File: src/include/fase_pkg.sv
package fase_pkg;
   localparam int SYN_W = 25;
   localparam logic [5:0] FSC_ADDR_SIZE = 6'h00;
   localparam logic [5:0] FSC_TRANSLATION = 6'h04;
   localparam logic [5:0] FSC_ACCESS_FLAG = 6'h08;
   localparam logic [5:0] FSC_PERMISSION = 6'h0C;
   localparam logic [5:0] FSC_EXT_ABORT = 6'h10;
   localparam logic [5:0] FSC_EXT_WALK_LM1 = 6'h11;
   localparam logic [5:0] FSC_EXT_WALK_L0 = 6'h14;
   localparam int SET_LO = 11;
   localparam int FNV_BIT = 10;
   localparam int EA_BIT = 9;
   localparam int S1W_BIT = 7;
   localparam logic [1:0] ERR_RECOVERABLE = 2'h0;
   localparam logic [1:0] ERR_RESERVED = 2'h1;
   localparam logic [1:0] ERR_UNCONTAINABLE = 2'h2;
   localparam logic [1:0] ERR_RESTARTABLE = 2'h3;
   localparam logic [5:0] EC_SYSREG = 6'h18;
   localparam logic [5:0] EC_FETCH_ABORT = 6'h20;
   localparam logic [5:0] EC_IMPL_MONITOR = 6'h1F;
   localparam logic [2:0] LVL_MINUS1 = 3'h7;
   localparam logic [7:0] REG_FETCH_SYN = 8'h00;
   localparam logic [7:0] REG_IMPL_SYN = 8'h04;
   localparam logic [7:0] REG_MON_TRAP = 8'h08;
   localparam logic [7:0] REG_FINE_RD = 8'h0C;
   localparam logic [7:0] REG_FINE_WR = 8'h10;
   localparam logic [7:0] REG_HYP_CACHE = 8'h14;
   localparam logic [7:0] REG_STATUS = 8'h18;
   localparam logic [24:0] RST_SYN = 25'h000_0000;
   localparam logic [31:0] RST_CTRL = 32'h0000_0000;
   localparam int MT_FINE_EN = 11;
   localparam int HYP_CACHE_BITS = 9;
   typedef enum logic [2:0] {
      FK_ADDR_SIZE = 3'h0,
      FK_TRANSLATION = 3'h1,
      FK_ACCESS_FLAG = 3'h2,
      FK_PERMISSION = 3'h3,
      FK_EXT_ABORT = 3'h4,
      FK_EXT_WALK = 3'h5
   } fase_fault_type;
   typedef enum logic [3:0] {
      GRP_PTR_AUTH = 4'h0,
      GRP_SEC_TIMER = 4'h1,
      GRP_RAS_ERR = 4'h2,
      GRP_FAULT_INJ = 4'h3,
      GRP_ACCESS_CTRL = 4'h4,
      GRP_TRACE = 4'h5,
      GRP_TRACE_FILT = 4'h6,
      GRP_DEBUG = 4'h7,
      GRP_PDN_DEBUG = 4'h8,
      GRP_PERF = 4'h9,
      GRP_ACT_MON = 4'hA,
      GRP_FINE_REGS = 4'hB,
      GRP_CACHE_CTL = 4'hC,
      GRP_OTHER = 4'hD
   } fase_group_type;
   localparam logic [1:0] PL_OS = 2'h1;
   localparam logic [1:0] PL_HYP = 2'h2;
   localparam logic [1:0] PL_MON = 2'h3;
endpackage

File: src/hw/fase_fsc_enc.sv
`timescale 1ns/1ps
module fase_fsc_enc #(
   parameter bit LPA2_PRESENT = 1'b0
) (
   // Fault description.
   input wire fase_pkg::fase_fault_type kind_i,
   input wire logic [2:0] level_i,
   // Encoded status.
   output logic [5:0] code_o,
   output logic legal_o,
   output logic external_o
);
   import fase_pkg::*;

   wire [5:0] lvl6 = {4'h0, level_i[1:0]};
   wire lvl_std = ~level_i[2];
   wire lvl_zero = (level_i == 3'h0);
   wire lvl_pos = lvl_std & ~lvl_zero;
   wire lvl_m1 = (level_i == LVL_MINUS1);
   wire [5:0] walk_code;
   wire [5:0] table_code;
   wire lvl0_ok;

   // Walk external aborts: level -1 has its own code, others count up from level 0.
   assign walk_code = lvl_m1 ? FSC_EXT_WALK_LM1 : FSC_EXT_WALK_L0 + lvl6;
   assign table_code = (kind_i == FK_ADDR_SIZE) ? FSC_ADDR_SIZE + lvl6 :
      (kind_i == FK_TRANSLATION) ? FSC_TRANSLATION + lvl6 :
      (kind_i == FK_ACCESS_FLAG) ? FSC_ACCESS_FLAG + lvl6 :
      FSC_PERMISSION + lvl6;
   assign code_o = (kind_i == FK_EXT_ABORT) ? FSC_EXT_ABORT :
      (kind_i == FK_EXT_WALK) ? walk_code : table_code;

   // Level 0 access flag and permission codes exist only with large addresses.
   assign lvl0_ok = lvl_pos | (lvl_zero & LPA2_PRESENT);
   assign legal_o = (kind_i == FK_ADDR_SIZE) ? lvl_std :
      (kind_i == FK_TRANSLATION) ? lvl_std :
      (kind_i == FK_ACCESS_FLAG) ? lvl0_ok :
      (kind_i == FK_PERMISSION) ? lvl0_ok :
      (kind_i == FK_EXT_ABORT) ? 1'b1 :
      (kind_i == FK_EXT_WALK) ? (lvl_std | (lvl_m1 & LPA2_PRESENT)) :
      1'b0;
   assign external_o = (kind_i == FK_EXT_ABORT) | (kind_i == FK_EXT_WALK);
endmodule

File: src/hw/fase_top.sv
`timescale 1ns/1ps
module fase_top #(
   parameter bit RAS_PRESENT = 1'b1,
   parameter bit LPA2_PRESENT = 1'b0,
   parameter bit FGT_PRESENT = 1'b1,
   parameter bit EVT_PRESENT = 1'b1
) (
   // Clock and reset.
   input wire logic sys_clk_i,
   input wire logic rst_b_i,
   // Register port.
   input wire logic [7:0] reg_addr_i,
   input wire logic [31:0] reg_wdata_i,
   input wire logic reg_wr_i,
   input wire logic reg_rd_i,
   output logic [31:0] reg_rdata_o,
   // Fetch abort report.
   input wire logic abort_valid_i,
   input wire fase_pkg::fase_fault_type fault_kind_i,
   input wire logic [2:0] fault_level_i,
   input wire logic [1:0] err_state_i,
   input wire logic far_invalid_i,
   input wire logic ext_abort_class_i,
   input wire logic stage2_fault_i,
   input wire logic stage1_walk_i,
   // Own exception to the monitor level.
   input wire logic impl_exc_i,
   input wire logic [24:0] impl_syndrome_i,
   // System register access check.
   input wire logic sr_valid_i,
   input wire fase_pkg::fase_group_type sr_group_i,
   input wire logic [1:0] sr_level_i,
   input wire logic sr_read_i,
   input wire logic [4:0] sr_index_i,
   // Exception outputs.
   output logic [24:0] syndrome_o,
   output logic [5:0] exception_class_o,
   output logic syndrome_valid_o,
   output logic abort_illegal_o,
   output logic trap_monitor_o,
   output logic trap_hyp_o
);
   import fase_pkg::*;

   logic [24:0] fetch_syn_r;
   logic [24:0] impl_syn_r;
   logic [24:0] syn_out_r;
   logic [11:0] mon_trap_r;
   logic [31:0] fine_rd_r;
   logic [31:0] fine_wr_r;
   logic [8:0] hyp_cache_r;
   logic [5:0] ec_r;
   logic [31:0] rdata_r;
   logic valid_r;
   logic illegal_r;
   logic trap_mon_r;
   logic trap_hyp_r;

   wire [5:0] fsc_code;
   wire fsc_legal;
   wire fsc_external;

   fase_fsc_enc #(
      .LPA2_PRESENT(LPA2_PRESENT)
   ) u_fsc (
      .kind_i(fault_kind_i),
      .level_i(fault_level_i),
      .code_o(fsc_code),
      .legal_o(fsc_legal),
      .external_o(fsc_external)
   );

   // Maps the reported error state, folding the reserved pattern onto uncontainable.
   function automatic logic [1:0] err_map(input logic [1:0] st);
      err_map = (st == ERR_RESERVED) ? ERR_UNCONTAINABLE : st;
   endfunction

   wire capture = abort_valid_i & fsc_legal;
   wire is_sea = (fsc_code == FSC_EXT_ABORT);
   wire [1:0] set_val = (RAS_PRESENT && is_sea) ?
      err_map(err_state_i) : 2'h0;
   wire fnv_val = is_sea & far_invalid_i;
   wire ea_val = fsc_external & ext_abort_class_i;
   wire s1w_val = stage2_fault_i & stage1_walk_i;
   // Reserved bits are forced low whatever the inputs carry.
   wire [24:0] abort_syn = {12'h000, set_val, fnv_val, ea_val, 1'b0, s1w_val, 1'b0,
      fsc_code};

   // Trap decision for system register accesses.
   wire [15:0] mon_bits = {4'h0, mon_trap_r};
   wire below_mon = (sr_level_i != PL_MON);
   wire lower_lvl = (sr_level_i <= PL_OS);
   wire grp_ctl = (sr_group_i <= GRP_ACT_MON);
   wire mon_ctl_hit = grp_ctl & mon_bits[sr_group_i];
   wire fine_mon = FGT_PRESENT && (sr_group_i == GRP_FINE_REGS) && (sr_level_i == PL_HYP)
      && !mon_trap_r[MT_FINE_EN];
   wire trap_mon = sr_valid_i & below_mon & (mon_ctl_hit | fine_mon);
   wire fine_bit = sr_read_i ? fine_rd_r[sr_index_i] : fine_wr_r[sr_index_i];
   wire fine_hit = FGT_PRESENT && lower_lvl && fine_bit;
   wire [15:0] cache_bits = {7'h00, hyp_cache_r};
   wire cache_hit = EVT_PRESENT && (sr_group_i == GRP_CACHE_CTL) && lower_lvl
      && cache_bits[sr_index_i[3:0]];
   wire trap_hyp = sr_valid_i & ~trap_mon & (fine_hit | cache_hit);
   wire trap_any = trap_mon | trap_hyp;

   // Register write decode.
   wire wr_fetch = reg_wr_i & (reg_addr_i == REG_FETCH_SYN);
   wire wr_impl = reg_wr_i & (reg_addr_i == REG_IMPL_SYN);
   wire wr_mon = reg_wr_i & (reg_addr_i == REG_MON_TRAP);
   wire wr_frd = reg_wr_i & (reg_addr_i == REG_FINE_RD);
   wire wr_fwr = reg_wr_i & (reg_addr_i == REG_FINE_WR);
   wire wr_cache = reg_wr_i & (reg_addr_i == REG_HYP_CACHE);

   wire [31:0] status_word = {22'h00_0000, trap_hyp_r, trap_mon_r, 2'h0, ec_r};
   wire [31:0] rd_mux = (reg_addr_i == REG_FETCH_SYN) ? {7'h00, fetch_syn_r} :
      (reg_addr_i == REG_IMPL_SYN) ? {7'h00, impl_syn_r} :
      (reg_addr_i == REG_MON_TRAP) ? {20'h0_0000, mon_trap_r} :
      (reg_addr_i == REG_FINE_RD) ? fine_rd_r :
      (reg_addr_i == REG_FINE_WR) ? fine_wr_r :
      (reg_addr_i == REG_HYP_CACHE) ? {23'h00_0000, hyp_cache_r} :
      (reg_addr_i == REG_STATUS) ? status_word :
      32'h0000_0000;

   // Hardware capture wins over a software write in the same cycle.
   wire [24:0] fetch_nxt = capture ? abort_syn : (wr_fetch ? reg_wdata_i[24:0] : fetch_syn_r);
   wire [24:0] impl_nxt = impl_exc_i ? impl_syndrome_i :
      (wr_impl ? reg_wdata_i[24:0] : impl_syn_r);
   wire [24:0] out_nxt = capture ? abort_syn : (impl_exc_i ? impl_syndrome_i : syn_out_r);
   wire [5:0] ec_nxt = capture ? EC_FETCH_ABORT : impl_exc_i ? EC_IMPL_MONITOR :
      trap_any ? EC_SYSREG : ec_r;

   // Syndrome storage; the cleared value after reset is one allowed choice.
   always_ff @(posedge sys_clk_i or negedge rst_b_i)
   begin
      if (!rst_b_i)
      begin
         fetch_syn_r <= RST_SYN;
         impl_syn_r <= RST_SYN;
         syn_out_r <= RST_SYN;
         ec_r <= 6'h00;
      end
      else
      begin
         fetch_syn_r <= fetch_nxt;
         impl_syn_r <= impl_nxt;
         syn_out_r <= out_nxt;
         ec_r <= ec_nxt;
      end
   end

   // Trap control registers.
   always_ff @(posedge sys_clk_i or negedge rst_b_i)
   begin
      if (!rst_b_i)
      begin
         mon_trap_r <= RST_CTRL[11:0];
         fine_rd_r <= RST_CTRL;
         fine_wr_r <= RST_CTRL;
         hyp_cache_r <= RST_CTRL[8:0];
      end
      else
      begin
         if (wr_mon)
            mon_trap_r <= reg_wdata_i[11:0];
         if (wr_frd)
            fine_rd_r <= reg_wdata_i;
         if (wr_fwr)
            fine_wr_r <= reg_wdata_i;
         if (wr_cache)
            hyp_cache_r <= reg_wdata_i[8:0];
      end
   end

   // Event flags and read data.
   always_ff @(posedge sys_clk_i or negedge rst_b_i)
   begin
      if (!rst_b_i)
      begin
         valid_r <= 1'b0;
         illegal_r <= 1'b0;
         trap_mon_r <= 1'b0;
         trap_hyp_r <= 1'b0;
         rdata_r <= RST_CTRL;
      end
      else
      begin
         valid_r <= capture | impl_exc_i;
         illegal_r <= abort_valid_i & ~fsc_legal;
         trap_mon_r <= trap_mon;
         trap_hyp_r <= trap_hyp;
         rdata_r <= reg_rd_i ? rd_mux : 32'h0000_0000;
      end
   end

   assign reg_rdata_o = rdata_r;
   assign syndrome_o = syn_out_r;
   assign exception_class_o = ec_r;
   assign syndrome_valid_o = valid_r;
   assign abort_illegal_o = illegal_r;
   assign trap_monitor_o = trap_mon_r;
   assign trap_hyp_o = trap_hyp_r;

   // Checks on the syndrome and trap outputs.
   property p_set_only_sea;
      @(posedge sys_clk_i) disable iff (!rst_b_i)
      capture && (fsc_code != FSC_EXT_ABORT) |=> syndrome_o[12:11] == 2'h0;
   endproperty
   a_set_only_sea: assert property (p_set_only_sea)
      else $error("Error kind set for a non external abort.");

   property p_set_no_ras;
      @(posedge sys_clk_i) disable iff (!rst_b_i)
      capture && !RAS_PRESENT |=> syndrome_o[12:11] == 2'h0;
   endproperty
   a_set_no_ras: assert property (p_set_no_ras)
      else $error("Error kind set without the reliability feature.");

   property p_set_not_reserved;
      @(posedge sys_clk_i) disable iff (!rst_b_i)
      capture |=> syndrome_valid_o && (syndrome_o[12:11] != ERR_RESERVED);
   endproperty
   a_set_not_reserved: assert property (p_set_not_reserved)
      else $error("Reserved error kind produced.");

   property p_set_value;
      @(posedge sys_clk_i) disable iff (!rst_b_i)
      capture && RAS_PRESENT && is_sea && (err_state_i == ERR_RESTARTABLE)
      |=> syndrome_o[12:11] == ERR_RESTARTABLE;
   endproperty
   a_set_value: assert property (p_set_value)
      else $error("Error kind not copied for an external abort.");

   property p_fnv_zero;
      @(posedge sys_clk_i) disable iff (!rst_b_i)
      capture && !is_sea |=> !syndrome_o[FNV_BIT];
   endproperty
   a_fnv_zero: assert property (p_fnv_zero)
      else $error("Address invalid bit set for another fault code.");

   property p_fnv_copy;
      @(posedge sys_clk_i) disable iff (!rst_b_i)
      capture && is_sea |=> syndrome_o[FNV_BIT] == $past(far_invalid_i);
   endproperty
   a_fnv_copy: assert property (p_fnv_copy)
      else $error("Address invalid bit does not follow its cause.");

   property p_ea_zero;
      @(posedge sys_clk_i) disable iff (!rst_b_i)
      capture && !fsc_external |=> !syndrome_o[EA_BIT];
   endproperty
   a_ea_zero: assert property (p_ea_zero)
      else $error("External abort type set for a non external abort.");

   property p_s1w;
      @(posedge sys_clk_i) disable iff (!rst_b_i)
      capture |=> syndrome_o[S1W_BIT] == ($past(stage2_fault_i) && $past(stage1_walk_i));
   endproperty
   a_s1w: assert property (p_s1w)
      else $error("Stage 2 walk bit wrong.");

   property p_reserved;
      @(posedge sys_clk_i) disable iff (!rst_b_i)
      capture |=> (syndrome_o[24:13] == 12'h000) && !syndrome_o[8] && !syndrome_o[6]
         && (exception_class_o == EC_FETCH_ABORT);
   endproperty
   a_reserved: assert property (p_reserved)
      else $error("Reserved syndrome bit set on a fetch abort.");

   property p_fsc;
      @(posedge sys_clk_i) disable iff (!rst_b_i)
      capture && (fault_kind_i == FK_TRANSLATION) && (fault_level_i == 3'h2)
      |=> syndrome_o[5:0] == 6'h06;
   endproperty
   a_fsc: assert property (p_fsc)
      else $error("Translation fault code wrong.");

   property p_trap_mon;
      @(posedge sys_clk_i) disable iff (!rst_b_i)
      sr_valid_i && below_mon && (sr_group_i == GRP_PTR_AUTH) && mon_trap_r[0]
      |=> trap_monitor_o && !trap_hyp_o && (exception_class_o == EC_SYSREG);
   endproperty
   a_trap_mon: assert property (p_trap_mon)
      else $error("Monitor trap missing.");

   property p_trap_hyp;
      @(posedge sys_clk_i) disable iff (!rst_b_i)
      trap_hyp_o |-> $past(sr_valid_i) && ($past(sr_level_i) <= PL_OS);
   endproperty
   a_trap_hyp: assert property (p_trap_hyp)
      else $error("Hypervisor trap from a wrong level.");

   property p_ea_copy;
      @(posedge sys_clk_i) disable iff (!rst_b_i)
      capture && fsc_external |=> syndrome_o[EA_BIT] == $past(ext_abort_class_i);
   endproperty
   a_ea_copy: assert property (p_ea_copy)
      else $error("External abort type does not follow its input.");

   property p_illegal;
      @(posedge sys_clk_i) disable iff (!rst_b_i)
      abort_valid_i && !fsc_legal && !impl_exc_i |=> abort_illegal_o && !syndrome_valid_o;
   endproperty
   a_illegal: assert property (p_illegal)
      else $error("Unencodable fetch abort was captured.");

   property p_sea_code;
      @(posedge sys_clk_i) disable iff (!rst_b_i)
      capture && (fault_kind_i == FK_EXT_ABORT) |=> syndrome_o[5:0] == FSC_EXT_ABORT;
   endproperty
   a_sea_code: assert property (p_sea_code)
      else $error("External abort code wrong.");

   property p_walk_code;
      @(posedge sys_clk_i) disable iff (!rst_b_i)
      capture && (fault_kind_i == FK_EXT_WALK) && (fault_level_i == 3'h0)
      |=> syndrome_o[5:0] == FSC_EXT_WALK_L0;
   endproperty
   a_walk_code: assert property (p_walk_code)
      else $error("Walk external abort code wrong.");

   property p_addr_code;
      @(posedge sys_clk_i) disable iff (!rst_b_i)
      capture && (fault_kind_i == FK_ADDR_SIZE) && (fault_level_i == 3'h3)
      |=> syndrome_o[5:0] == 6'h03;
   endproperty
   a_addr_code: assert property (p_addr_code)
      else $error("Address size fault code wrong.");

   property p_mon_no_trap;
      @(posedge sys_clk_i) disable iff (!rst_b_i)
      sr_valid_i && (sr_level_i == PL_MON) |=> !trap_monitor_o && !trap_hyp_o;
   endproperty
   a_mon_no_trap: assert property (p_mon_no_trap)
      else $error("Monitor level access was trapped.");

   property p_impl_syn;
      @(posedge sys_clk_i) disable iff (!rst_b_i)
      impl_exc_i && !capture
      |=> (syndrome_o == $past(impl_syndrome_i)) && (exception_class_o == EC_IMPL_MONITOR);
   endproperty
   a_impl_syn: assert property (p_impl_syn)
      else $error("Own monitor syndrome not reported.");

   property p_cache_hyp;
      @(posedge sys_clk_i) disable iff (!rst_b_i)
      sr_valid_i && (sr_group_i == GRP_CACHE_CTL) && (sr_level_i <= PL_OS) && !trap_mon
      && cache_bits[sr_index_i[3:0]] |=> trap_hyp_o == EVT_PRESENT;
   endproperty
   a_cache_hyp: assert property (p_cache_hyp)
      else $error("Cache control trap wrong.");

   c_sea: cover property (@(posedge sys_clk_i) disable iff (!rst_b_i) capture && is_sea);
   c_impl: cover property (@(posedge sys_clk_i) disable iff (!rst_b_i) impl_exc_i);
   c_mon: cover property (@(posedge sys_clk_i) disable iff (!rst_b_i) trap_monitor_o);
   c_hyp: cover property (@(posedge sys_clk_i) disable iff (!rst_b_i) trap_hyp_o);
endmodule

File: config.mk
export PLATFORM = sky130hd
export DESIGN_NAME = fase_top
export DESIGN_NICKNAME = d
export VERILOG_FILES = /design/src/include/fase_pkg.sv /design/src/hw/fase_fsc_enc.sv /design/src/hw/fase_top.sv
export SDC_FILE = /design/constraint.sdc
export NUM_CORES = 1
export LEC_CHECK = 0
export BUFFER_PORTS_ARGS = -buffer_cell sky130_fd_sc_hd__buf_2
export CAP_MARGIN = 20
export CORE_AREA = 2 2 128 130
export CTS_CLUSTER_DIAMETER = 40
export CTS_CLUSTER_SIZE = 28
export DETAILED_ROUTE_END_ITERATION = 12
export DIE_AREA = 0 0 130 132
export PLACE_DENSITY = 0.9
export SYNTH_ARGS = -nofsm -noshare
export SYNTH_HDL_FRONTEND = slang
export SYNTH_SLANG_ARGS = --single-unit
export TNS_END_PERCENT = 20
File: constraint.sdc
create_clock -name sys_clk_i -period 4.2 [get_ports sys_clk_i]
set_input_delay 0 -clock sys_clk_i [delete_from_list [all_inputs] [get_ports sys_clk_i]]
set_output_delay 0 -clock sys_clk_i [all_outputs]
set_load 0.1 [all_outputs]
Word-level counts from Yosys, hierarchy flattened:

Index checks and enable logic that the tools add are counted.

* register bits after elaboration: 202
* bits of input ports: 96
* output and inout bits: 67
* word-level logic and storage cells: 119

* $add $sub $neg: 4
* $lt $le $gt $ge: 5
* equal/unequal tests: 18
* muxes and demuxes: 40
* bitwise logic cells: 26
* reduce and logical (&&, ||, !) cells: 13

Operators by type and width (number)
* 32-bit two-way mux: 6
* 25-bit two-way mux: 6
* 6-bit two-way mux: 9
* 8-bit by 5-bit == test with 1-bit output (second input constant): 3
* 10-bit two-way mux: 2
* 1-bit AND: 17
* 8-bit by 4-bit == test with 1-bit output (second input constant): 2
* 1-bit two-way mux: 11
* 4-bit by 2-bit adder with 5-bit output (first input constant): 2
* 1-bit binary-select mux with 5-bit select: 2
* 4-bit by 5-bit less-than comparator with 1-bit output (second input constant): 2
* 3-bit == test (second input constant): 3
* 1-bit binary-select mux with 4-bit select: 2
* 4-bit == test (second input constant): 2
* 8-bit by 3-bit == test with 1-bit output (second input constant): 1
* 8-bit zero test: 1
* 5-bit by 2-bit adder with 6-bit output (first input constant): 1
* 3-bit by 2-bit == test with 1-bit output (second input constant): 2
* 6-bit by 5-bit == test with 1-bit output (second input constant): 1
* 3-bit zero test: 2
* 5-bit by 6-bit less-than comparator with 1-bit output (second input constant): 1
* 2-bit nonzero test: 3
* 1-bit logical AND: 5
* 1-bit bitwise OR: 5
* 11 further kinds: 15

Logic depth before layout (Yosys ltp):

Gate-level depths: netlist of run 1.

* word-level depth: 12
* depth in mapped cells: 8
* gate-level depth less buffers: 6

Hierarchy:

From an unflattened synthesis of run 1, not the netlist that was laid out.

* cell total of the unflattened synthesis: 862
* area total of the unflattened synthesis: 9660.5 um^2

Modules (own cells, without submodules)
* fase_top: instances 1, cells an instance 847, area each 9559.2 um^2, sequential area each 4979.8 um^2
* fase_fsc_enc: instances 1, cells an instance 15, area each 101.3 um^2, sequential area each 0.0 um^2

Worst setup path before layout of run 1:

OpenSTA, ideal clock, no wires.

* path kind: register -> register
* from: register mon_trap_r[3]
* to: register ec_r[5] (netlist: exception_class_o[5])
* setup time: 0.069 ns
* data arrival time: 1.921 ns
* data required time: 4.131 ns
* path slack: 2.210 ns
* cell stages (with the launch flop): 7
* path buffers: 0
* clock period less this slack: 1.990 ns
* cells stage by stage: dfrtp_1 > mux4_2 > and2_1 > a311oi_2 > o311ai_0 > nor4b_1 > a311o_1

* cells in the longest elaborated chain, start to end: 10

Ends and longest elaborated chain
* start: declaration: RTL line fase_top.sv:48 `logic [11:0] mon_trap_r;`
* start signal: assignment: RTL line fase_top.sv:156 `mon_trap_r <= RST_CTRL[11:0];`
* start signal: assignment: RTL line fase_top.sv:164 `mon_trap_r <= reg_wdata_i[11:0];`
* 1-bit binary-select mux with 4-bit select (*): RTL line fase_top.sv:94 `wire mon_ctl_hit = grp_ctl & mon_bits[sr_group_i];`
* 1-bit two-way mux (implied by the code) (*): RTL line fase_top.sv:94
* 1-bit AND (*): RTL line fase_top.sv:94
* 1-bit bitwise OR (*): RTL line fase_top.sv:97 `wire trap_mon = sr_valid_i & below_mon & (mon_ctl_hit | fine_mon);`
* 1-bit AND (*): RTL line fase_top.sv:97
* 1-bit inverter: RTL line fase_top.sv:103 `wire trap_hyp = sr_valid_i & ~trap_mon & (fine_hit | cache_hit);`
* 1-bit AND (2 in series): RTL line fase_top.sv:103
* 1-bit bitwise OR (*): RTL line fase_top.sv:104 `wire trap_any = trap_mon | trap_hyp;`
* 3-bit nonzero test (no line) (*)
* end signal: assignment: RTL line fase_top.sv:147 `ec_r <= ec_nxt;`
* end: declaration: RTL line fase_top.sv:52 `logic [5:0] ec_r;`

Every way passes the cells marked *; elsewhere a longest branch is shown, timed or not. The select of a mux whose other input is x is not followed.
A chain may end at the register's enable or synchronous reset.

Final worst setup path of run 1:

* from: input reg_addr_i[1]
* to: register impl_syn_r[18]

* cells in the longest elaborated chain, start to end: 3

Ends and longest elaborated chain
* start: declaration: RTL line fase_top.sv:12 `input wire logic [7:0] reg_addr_i,`
* 8-bit by 3-bit == test with 1-bit output: RTL line fase_top.sv:108 `wire wr_impl = reg_wr_i & (reg_addr_i == REG_IMPL_SYN);`
* 1-bit AND: RTL line fase_top.sv:108
* 2-bit nonzero test (no line)
* end signal: assignment: RTL line fase_top.sv:145 `impl_syn_r <= impl_nxt;`
* end: declaration: RTL line fase_top.sv:46 `logic [24:0] impl_syn_r;`

Every way passes these cells.

==> metrics.txt, run 1 <==
# TYPE chip_impl_metric gauge
chip_impl_metric{name="worst_ep_required_time",unit="ps"} 4520
chip_impl_metric{name="initial_utilization",unit=""} 0.594
chip_impl_metric{name="first_iter_violations",unit=""} 1080
chip_impl_metric{name="power.density",unit="nW/um^2"} 394
chip_impl_metric{name="htree_levels",unit=""} 4
chip_impl_metric{name="totalWireLength",unit="mm"} 30.3
chip_impl_metric{name="synthesis.nets",unit=""} 905
chip_impl_metric{name="largest_net_degree_at_the_start_of_global_routing",unit=""} 125
chip_impl_metric{name="mappedNetlistArea",unit="sq um"} 9340
chip_impl_metric{name="fillCellCount",unit=""} 962
chip_impl_metric{name="power_frac_seq",unit=""} 0.456
chip_impl_metric{name="period_needed",unit="ps"} 2890
chip_impl_metric{name="finalHoldViolCount",unit=""} 0
chip_impl_metric{name="post_synth_inst_count",unit=""} 809
chip_impl_info{name="tritoncts",value="built"} 1
chip_impl_metric{name="clock_sinks",unit=""} 199
chip_impl_metric{name="max-clock-path-buffers",unit=""} 2
chip_impl_metric{name="die_y",unit="um"} 132
chip_impl_info{name="criticalPathCategory",value="in -> reg"} 1
chip_impl_metric{name="placeableCoreArea",unit="sq um"} 15700
chip_impl_metric{name="via_count_of_the_first_global_routing_pass",unit=""} 8354
chip_impl_metric{name="finalCritPeriodShare",unit=""} 0.687
chip_impl_metric{name="ys.warnings.count",unit=""} 0
chip_impl_metric{name="ctsResizeCount",unit=""} 0
chip_impl_metric{name="detailroute.via_count",unit=""} 8321
chip_impl_metric{name="number_of_synthesized_flops_with_an_enable_pin",unit=""} 0
chip_impl_info{name="layout_commonest_cell",value="sky130_fd_sc_hd__dfrtp_1"} 1
chip_impl_metric{name="layout-drive-gt1-share",unit=""} 0.302
chip_impl_metric{name="antenna-diode-count",unit=""} 0
chip_impl_metric{name="multi_input_comb_area",unit="sq um"} 4030
chip_impl_metric{name="comb_power_share",unit=""} 0.176
chip_impl_metric{name="critical_path_arrival",unit="ps"} 3200
chip_impl_metric{name="yosys.cell_types.count",unit=""} 60
chip_impl_metric{name="postRouteAntennaNets",unit=""} 0
chip_impl_info{name="cp-start-kind",value="input port"} 1
chip_impl_metric{name="slew_headroom",unit=""} 0.229
chip_impl_metric{name="route.detailed.wl_per_inst",unit="um"} 23.7
chip_impl_metric{name="stdcell_area",unit="sq um"} 11800
chip_impl_metric{name="vias_per_cell",unit=""} 6.52
chip_impl_metric{name="clkTransAtPathRegs",unit="ps"} 70
chip_impl_metric{name="sw_frac_of_total",unit=""} 0.304
chip_impl_metric{name="grt_remaining_overflow",unit=""} 0
chip_impl_metric{name="post_detailed_placement_cell_area",unit="sq um"} 10200
chip_impl_metric{name="io_buffer_count",unit=""} 162
chip_impl_metric{name="antenna_found_initial",unit=""} 0
chip_impl_metric{name="post-cts-setup-buffer-count",unit=""} 0
chip_impl_metric{name="fin_setup_tns",unit="ps"} 0
chip_impl_metric{name="rows",unit=""} 46
chip_impl_metric{name="globalRouteTotalUtil",unit=""} 0.361
chip_impl_info{name="setup.worst_path.end_class",value="flip-flop"} 1
chip_impl_metric{name="max_clock_freq",unit="MHz"} 347
chip_impl_metric{name="die_footprint",unit="sq um"} 17200
chip_impl_metric{name="register_area_share_after_synthesis",unit=""} 0.533
chip_impl_metric{name="max-cap-violations",unit=""} 0
chip_impl_metric{name="yosysTopAreaCellShare",unit=""} 0.533
chip_impl_info{name="rsz0062_at_grt",value="false"} 1
chip_impl_info{name="synth_area_leaders",value="sky130_fd_sc_hd__dfrtp_1 (53%), sky130_fd_sc_hd__mux2_2 (11%), sky130_fd_sc_hd__nand2_1 (5.2%)"} 1
chip_impl_metric{name="nNetsFinal",unit=""} 1143
chip_impl_info{name="min_path_type",value="in -> reg"} 1
chip_impl_metric{name="dp_hpwl",unit="mm"} 18.2
chip_impl_metric{name="worst-slew-pin-transition",unit="ps"} 1150
chip_impl_metric{name="drt_pass1_iterations",unit=""} 8
chip_impl_metric{name="global_route_wire_length_before_repair",unit="mm"} 46.8
chip_impl_metric{name="cts_made_buffers",unit=""} 17
chip_impl_metric{name="place_congestion",unit=""} 1.03
chip_impl_info{name="status",value="finished, final reports clean"} 1
chip_impl_metric{name="layout-area-overhead-vs-synth",unit="%"} 26.7
chip_impl_metric{name="netsw",unit="mW"} 1.42
chip_impl_metric{name="intPower",unit="mW"} 3.25
chip_impl_metric{name="avgSynthCellArea",unit="sq um"} 11.5
chip_impl_metric{name="worstSkewPairLatency",unit="ps"} 450
chip_impl_metric{name="synth_async_sr_flop_share",unit=""} 1.00
chip_impl_metric{name="share_clk_of_total_power",unit=""} 0.367
chip_impl_metric{name="report.final.setup_viol",unit=""} 0
chip_impl_metric{name="fin_skew",unit="ps"} 18.0
chip_impl_metric{name="crit_fanout",unit=""} 25
chip_impl_metric{name="total_leakage_power",unit="nW"} 5.80
chip_impl_info{name="yosys_most_used_dff",value="sky130_fd_sc_hd__dfrtp_1"} 1
chip_impl_metric{name="peakVddDrop",unit="mV"} 0.305
chip_impl_metric{name="final-seq-area",unit="sq um"} 4980
chip_impl_metric{name="final_max_slew_viol_count",unit=""} 0
chip_impl_metric{name="synth.ff_latch_count",unit=""} 199
chip_impl_info{name="synth_top_cell_by_area",value="sky130_fd_sc_hd__dfrtp_1"} 1
chip_impl_metric{name="floorplan.die.width",unit="um"} 130
chip_impl_metric{name="ioPinCount",unit=""} 163
chip_impl_info{name="mostFrequentLayoutCells",value="sky130_fd_sc_hd__dfrtp_1 (199), sky130_fd_sc_hd__buf_2 (161), sky130_fd_sc_hd__nand2_1 (129)"} 1
chip_impl_metric{name="route.detailed.drc",unit=""} 0
chip_impl_info{name="cts_root_buf",value="sky130_fd_sc_hd__clkbuf_16"} 1
-- flip-flops by register name, summed over array words and instances, names as in the netlist --
| register | count |
|---|---|
| syndrome_o | 25 |
| hyp_cache_r | 9 |
| trap_monitor_o | 1 |
| exception_class_o | 3 |
| trap_hyp_o | 1 |
| impl_syn_r | 25 |
| syndrome_valid_o | 1 |
| fine_rd_r | 32 |
| fetch_syn_r | 25 |
| abort_illegal_o | 1 |
| fine_wr_r | 32 |
| reg_rdata_o | 32 |
| mon_trap_r | 12 |
-- per-layer routing --
layer / vias to the layer above / global-route usage / routed length (um)
met3: 141 / 0.0917 / 3430
met1: 4036 / 0.490 / 11200
met2: 688 / 0.536 / 14000
met4: 0 / 0.195 / 1580
li1: 3456 / - / -
met5: - / 0 / 0
-- power groups by stage --
stage          logic (mW)  clock network (mW)  registers [mW]
2_1_floorplan       0.263                   0            2.35
3_3_place_gp        0.691                   0            2.15
3_5_place_dp        0.707                   0            2.15
4_1_cts             0.796                1.71            2.12
5_1_grt             0.860                1.80            2.13
6_report            0.823                1.71            2.13
-- repair_timing --
item / 4_1_cts / 5_1_grt
hold buffers: 100 / 0
endpoints found under the setup margin: 0 / 0
endpoints found under the hold margin: 295 / 0
-- cells in the mapped netlist (3+ instances only) --
| library cell | n |
|---|---|
| sky130_fd_sc_hd__a32oi_1 | 4 |
| sky130_fd_sc_hd__nand2b_1 | 6 |
| sky130_fd_sc_hd__nand4_1 | 3 |
| sky130_fd_sc_hd__buf_1 | 3 |
| sky130_fd_sc_hd__mux2_2 | 94 |
| sky130_fd_sc_hd__inv_1 | 7 |
| sky130_fd_sc_hd__nand3_1 | 7 |
| sky130_fd_sc_hd__a222oi_1 | 17 |
| sky130_fd_sc_hd__buf_4 | 6 |
| sky130_fd_sc_hd__a221oi_1 | 10 |
| sky130_fd_sc_hd__o21ai_0 | 15 |
| sky130_fd_sc_hd__mux4_2 | 14 |
| sky130_fd_sc_hd__a21boi_0 | 4 |
| sky130_fd_sc_hd__buf_6 | 9 |
| sky130_fd_sc_hd__and2_1 | 3 |
| sky130_fd_sc_hd__nor2b_1 | 9 |
| sky130_fd_sc_hd__o21ai_1 | 21 |
| sky130_fd_sc_hd__clkbuf_1 | 28 |
| sky130_fd_sc_hd__mux2i_1 | 37 |
| sky130_fd_sc_hd__nor2_1 | 24 |
| sky130_fd_sc_hd__mux2_1 | 4 |
| sky130_fd_sc_hd__a22oi_1 | 14 |
| sky130_fd_sc_hd__buf_2 | 8 |
| sky130_fd_sc_hd__a31oi_1 | 16 |
| sky130_fd_sc_hd__nand2_1 | 129 |
| sky130_fd_sc_hd__nor3_1 | 8 |
| sky130_fd_sc_hd__o21a_1 | 4 |
| sky130_fd_sc_hd__a221o_1 | 4 |
| sky130_fd_sc_hd__a21oi_1 | 63 |
| sky130_fd_sc_hd__dfrtp_1 | 199 |
-- through the flow --
stage	hold slack, ps	power [mW]	cells	setup WS, ps	utilization
3_3_place_gp	223	2.84	1144	1590	0.650
6_report	34.7	4.67	1276	1310	0.753
5_1_grt	44.8	4.79	1276	1230	0.753
4_1_cts	6.25	4.62	1276	1470	0.753
3_5_place_dp	230	2.86	1144	1550	0.650
2_1_floorplan	-296	2.62	809	2210	-
-- logic make-up (layout without fill, tap and decap cells) --
| family | after synthesis | count (layout) | synth area share |
|---|---|---|---|
| and+or+nand+nor | 208 | 208 | 0.102 |
| DFF | 199 | 199 | 0.533 |
| AOI/OAI and AO/OA | 192 | 192 | 0.138 |
| muxes | 149 | 149 | 0.192 |
| buffers and inverters | 61 | 312 | 0.0352 |
-- path summary, 6_finish.rpt --
check,to,slack [ps],from,depth (start not counted)
setup / recovery,impl_syn_r[18]$_DFFE_PN0P_,1310,reg_addr_i[1],9
hold / removal,reg_rdata_o[9]$_DFF_PN0_,30,reg_addr_i[3],3
min in group asynchronous,fetch_syn_r[1]$_DFFE_PN0P_,290,rst_b_i,2
hold reg to reg,syndrome_o[15]$_DFFE_PN0P_,530,syndrome_o[15]$_DFFE_PN0P_,2
setup reg to reg,trap_hyp_o$_DFF_PN0_,1460,fine_wr_r[0]$_DFFE_PN0P_,7
max in group asynchronous,fine_rd_r[16]$_DFFE_PN0P_,2960,rst_b_i,3
-- worst max-delay path, stage by stage --
cell,delay (ps)
sky130_fd_sc_hd__buf_2,100
sky130_fd_sc_hd__or4_4,560
sky130_fd_sc_hd__or2_1,400
sky130_fd_sc_hd__nor3_4,230
sky130_fd_sc_hd__buf_4,300
sky130_fd_sc_hd__nand2_2,520
sky130_fd_sc_hd__mux2i_1,370
sky130_fd_sc_hd__o21ai_1,100
sky130_fd_sc_hd__dlygate4sd3_1,600
-- layout make-up --
| cell class | count | share of cell area |
|---|---|---|
| clock buffer | 20 | 0.0378 |
| clock inverter | 12 | 0.0136 |
| inverter | 7 | 0.00222 |
| multi-input combinational | 549 | 0.341 |
| sequential | 199 | 0.421 |
| tap | 216 | 0.0228 |
| timing repair buffer | 273 | 0.162 |
Note: power is estimated with default switching activity, not from simulation.
==> run 2, diff against run 1 <==
Settings changed: ABC_AREA set to 1, CORE_AREA 2 2 128 130 to 2 2 140 142, DIE_AREA 0 0 130 132 to 0 0 142 144, PLACE_DENSITY 0.9 to 0.81.
Clock period 4.2 ns to 2.4 ns, I/O delays scaled along.
==> run 2 against run 1 <==
Global-route usage down 6.8 points. Flip-flop and latch count unchanged. Clock-buffer cell count down 1. Synthesized cell count up 40%. Final cell count up 26%. Largest cell class unchanged. Synthesized area up 1.6%. Critical path type unchanged. Critical endpoint is now fetch_syn_r[1]$_DFFE_PN0P_.
==> metrics.txt, run 2 <==
# TYPE chip_impl_metric gauge
chip_impl_metric{name="yosys.cell_types.count",unit=""} 39
chip_impl_metric{name="fin_skew",unit="ps"} 8.01
chip_impl_metric{name="fillCellCount",unit=""} 1486
chip_impl_info{name="criticalPathCategory",value="in -> reg"} 1
chip_impl_metric{name="vias_per_cell",unit=""} 5.77
chip_impl_metric{name="htree_levels",unit=""} 4
chip_impl_info{name="status",value="finished, final reports clean"} 1
chip_impl_info{name="holdCritStartpoint",value="reg_wdata_i[4]"} 1
chip_impl_info{name="setup.worst_path.start",value="fault_kind_i[2]"} 1
chip_impl_metric{name="worst_ep_required_time",unit="ps"} 2720
chip_impl_metric{name="worst-slew-pin-transition",unit="ps"} 649
chip_impl_info{name="setup.worst_path.end_class",value="flip-flop"} 1
chip_impl_metric{name="layout-area-overhead-vs-synth",unit="%"} 27.3
chip_impl_info{name="yosys.cell_count.top_type",value="sky130_fd_sc_hd__nand2_1"} 1
chip_impl_metric{name="grt_remaining_overflow",unit=""} 0
chip_impl_metric{name="multi_input_comb_area",unit="sq um"} 3810
chip_impl_info{name="cp-start-kind",value="input port"} 1
chip_impl_metric{name="initial_utilization",unit=""} 0.497
chip_impl_metric{name="drt_pass1_iterations",unit=""} 6
chip_impl_metric{name="synth_async_sr_flop_share",unit=""} 1.00
chip_impl_metric{name="crit_fanout",unit=""} 25
chip_impl_metric{name="finalCritPeriodShare",unit=""} 0.948
chip_impl_metric{name="report.power.total",unit="mW"} 8.37
chip_impl_metric{name="antenna-diode-count",unit=""} 0
chip_impl_metric{name="max-clock-path-buffers",unit=""} 2
chip_impl_metric{name="die_footprint",unit="sq um"} 20400
chip_impl_metric{name="rows",unit=""} 51
chip_impl_metric{name="dp_hpwl",unit="mm"} 19.0
chip_impl_metric{name="number_of_synthesized_flops_with_an_enable_pin",unit=""} 0
chip_impl_metric{name="stdcell_area",unit="sq um"} 12100
chip_impl_metric{name="ioPinCount",unit=""} 163
chip_impl_info{name="cts_root_buf",value="sky130_fd_sc_hd__clkbuf_16"} 1
chip_impl_metric{name="placeableCoreArea",unit="sq um"} 19100
chip_impl_metric{name="largest_net_degree_at_the_start_of_global_routing",unit=""} 70
chip_impl_metric{name="finalHoldViolCount",unit=""} 0
chip_impl_metric{name="global_route_wire_length_before_repair",unit="mm"} 46.9
chip_impl_metric{name="cts_made_buffers",unit=""} 17
chip_impl_metric{name="critical_path_arrival",unit="ps"} 2590
chip_impl_info{name="synth_area_leaders",value="sky130_fd_sc_hd__dfrtp_1 (52%), sky130_fd_sc_hd__nand2_1 (12%), sky130_fd_sc_hd__o21ai_0 (7.3%)"} 1
chip_impl_info{name="crit-reg2reg-launch",value="mon_trap_r[11]$_DFFE_PN0P_"} 1
chip_impl_info{name="rsz0062_at_grt",value="false"} 1
chip_impl_info{name="tritoncts",value="built"} 1
chip_impl_metric{name="power.density",unit="nW/um^2"} 693
chip_impl_metric{name="post_synth_inst_count",unit=""} 1132
chip_impl_metric{name="antenna_found_initial",unit=""} 0
chip_impl_metric{name="max-cap-violations",unit=""} 0
chip_impl_metric{name="postRouteAntennaNets",unit=""} 0
chip_impl_metric{name="yosysTopAreaCellShare",unit=""} 0.525
chip_impl_metric{name="first_iter_violations",unit=""} 1243
chip_impl_metric{name="layout-drive-gt1-share",unit=""} 0.180
chip_impl_metric{name="slew_headroom",unit=""} 0.566
chip_impl_info{name="synth_top_cell_by_area",value="sky130_fd_sc_hd__dfrtp_1"} 1
chip_impl_metric{name="floorplan.die.width",unit="um"} 142
chip_impl_metric{name="route.detailed.wl_per_inst",unit="um"} 18.5
chip_impl_info{name="layout_commonest_cell",value="sky130_fd_sc_hd__nand2_1"} 1
chip_impl_metric{name="avgSynthCellArea",unit="sq um"} 8.38
chip_impl_metric{name="final_max_slew_viol_count",unit=""} 0
chip_impl_metric{name="nNetsFinal",unit=""} 1454
chip_impl_info{name="min_path_type",value="in -> reg"} 1
chip_impl_metric{name="die_y",unit="um"} 144
chip_impl_metric{name="max_clock_freq",unit="MHz"} 439
chip_impl_metric{name="detailroute.via_count",unit=""} 9281
chip_impl_metric{name="globalRouteTotalUtil",unit=""} 0.293
chip_impl_info{name="synth_commonest_cells",value="sky130_fd_sc_hd__nand2_1 (298), sky130_fd_sc_hd__dfrtp_1 (199), sky130_fd_sc_hd__o21ai_0 (138), sky130_fd_sc_hd__a21oi_1 (111), sky130_fd_sc_hd__inv_1 (81)"} 1
chip_impl_metric{name="fin_setup_tns",unit="ps"} 0
chip_impl_info{name="yosys_most_used_dff",value="sky130_fd_sc_hd__dfrtp_1"} 1
chip_impl_metric{name="post_detailed_placement_cell_area",unit="sq um"} 10400
chip_impl_metric{name="io_buffer_count",unit=""} 162
chip_impl_metric{name="report.final.setup_viol",unit=""} 0
chip_impl_info{name="mostFrequentLayoutCells",value="sky130_fd_sc_hd__nand2_1 (298), sky130_fd_sc_hd__dfrtp_1 (199), sky130_fd_sc_hd__buf_2 (161)"} 1
chip_impl_metric{name="mappedNetlistArea",unit="sq um"} 9490
chip_impl_metric{name="place_congestion",unit=""} 0.923
chip_impl_metric{name="synth.ff_latch_count",unit=""} 199
chip_impl_metric{name="via_count_of_the_first_global_routing_pass",unit=""} 8966
chip_impl_metric{name="route.detailed.drc",unit=""} 0
chip_impl_metric{name="holdWs",unit="ps"} 5.96
chip_impl_metric{name="ys.warnings.count",unit=""} 0
chip_impl_metric{name="synthesis.nets",unit=""} 1228
chip_impl_metric{name="total_leakage_power",unit="nW"} 5.91
chip_impl_metric{name="clkTransAtPathRegs",unit="ps"} 70
chip_impl_metric{name="clock_sinks",unit=""} 199
chip_impl_metric{name="peakVddDrop",unit="mV"} 0.565
chip_impl_metric{name="totalWireLength",unit="mm"} 29.7
chip_impl_metric{name="final-seq-area",unit="sq um"} 4980
chip_impl_metric{name="period_needed",unit="ps"} 2280
chip_impl_metric{name="register_area_share_after_synthesis",unit=""} 0.525
chip_impl_metric{name="worstSkewPairLatency",unit="ps"} 440
[run 2: timing repair]
item                                    CTS  global route
endpoints found under the setup margin    0             4
setup buffers                             0             0
hold endpoints to repair                216             0
hold buffers                             98             0
gates resized for setup                   0             1
[run 2: cell families (layout without fill, tap and decap cells)]
group,after synthesis,in the layout,synth area share
flops,199,199,0.525
simple gates,447,447,0.206
compound gates,326,326,0.194
buf+inv,160,399,0.0748
[run 2: through the flow]
step,setup slack [ps],util,instances
global placement,569,0.546,1479
global route,42.6,0.633,1609
floorplan,832,-,1132
detailed placement,551,0.546,1479
finish,124,0.633,1609
CTS,69.5,0.633,1609
[run 2: final timing paths]
path,endpoint,slack (ps),cells past startpoint
worst max-delay path,fetch_syn_r[1]$_DFFE_PN0P_,120,12
worst min-delay path,hyp_cache_r[4]$_DFFE_PN0P_,6,3
worst max register to register,trap_monitor_o$_DFF_PN0_,730,4
worst min register to register,fetch_syn_r[3]$_DFFE_PN0P_,500,2
max in group asynchronous,fine_wr_r[25]$_DFFE_PN0P_,1560,3
min in group asynchronous,hyp_cache_r[6]$_DFFE_PN0P_,140,2
[run 2: layout make-up]
class / instances / share of cell area
Timing Repair Buffer: 274 / 0.162
Tap cell: 238 / 0.0247
Clock buffer: 19 / 0.0375
Multi-Input combinational cell: 773 / 0.316
Sequential cell: 199 / 0.412
Inverter: 93 / 0.0293
Clock inverter: 13 / 0.0185
[run 2: power by group]
part | switching (mW) | total (mW) | internal, mW
clock network | 1.28 | 3.28 | 2.01
registers | 0.144 | 3.69 | 3.55
logic | 0.987 | 1.39 | 0.406
total | 2.41 | 8.37 | 5.96
[run 2: metal layers]
layer,share of wire,global-route usage
met5,0,0
met4,0.028,0.115
met3,0.082,0.0493
met2,0.47,0.470
met1,0.42,0.403
[run 2: worst max-delay path, cell delays in order]
cell and delay [ps]:
sky130_fd_sc_hd__dlygate4sd3_1 530, sky130_fd_sc_hd__buf_2 160, sky130_fd_sc_hd__nand2_1 140, sky130_fd_sc_hd__nor2_4 190, sky130_fd_sc_hd__nor2_1 100, sky130_fd_sc_hd__nor2_4 250, sky130_fd_sc_hd__inv_2 260, sky130_fd_sc_hd__nand2_4 160
sky130_fd_sc_hd__inv_2 70, sky130_fd_sc_hd__nand2_1 60, sky130_fd_sc_hd__nand3_1 70, sky130_fd_sc_hd__dlygate4sd3_1 590
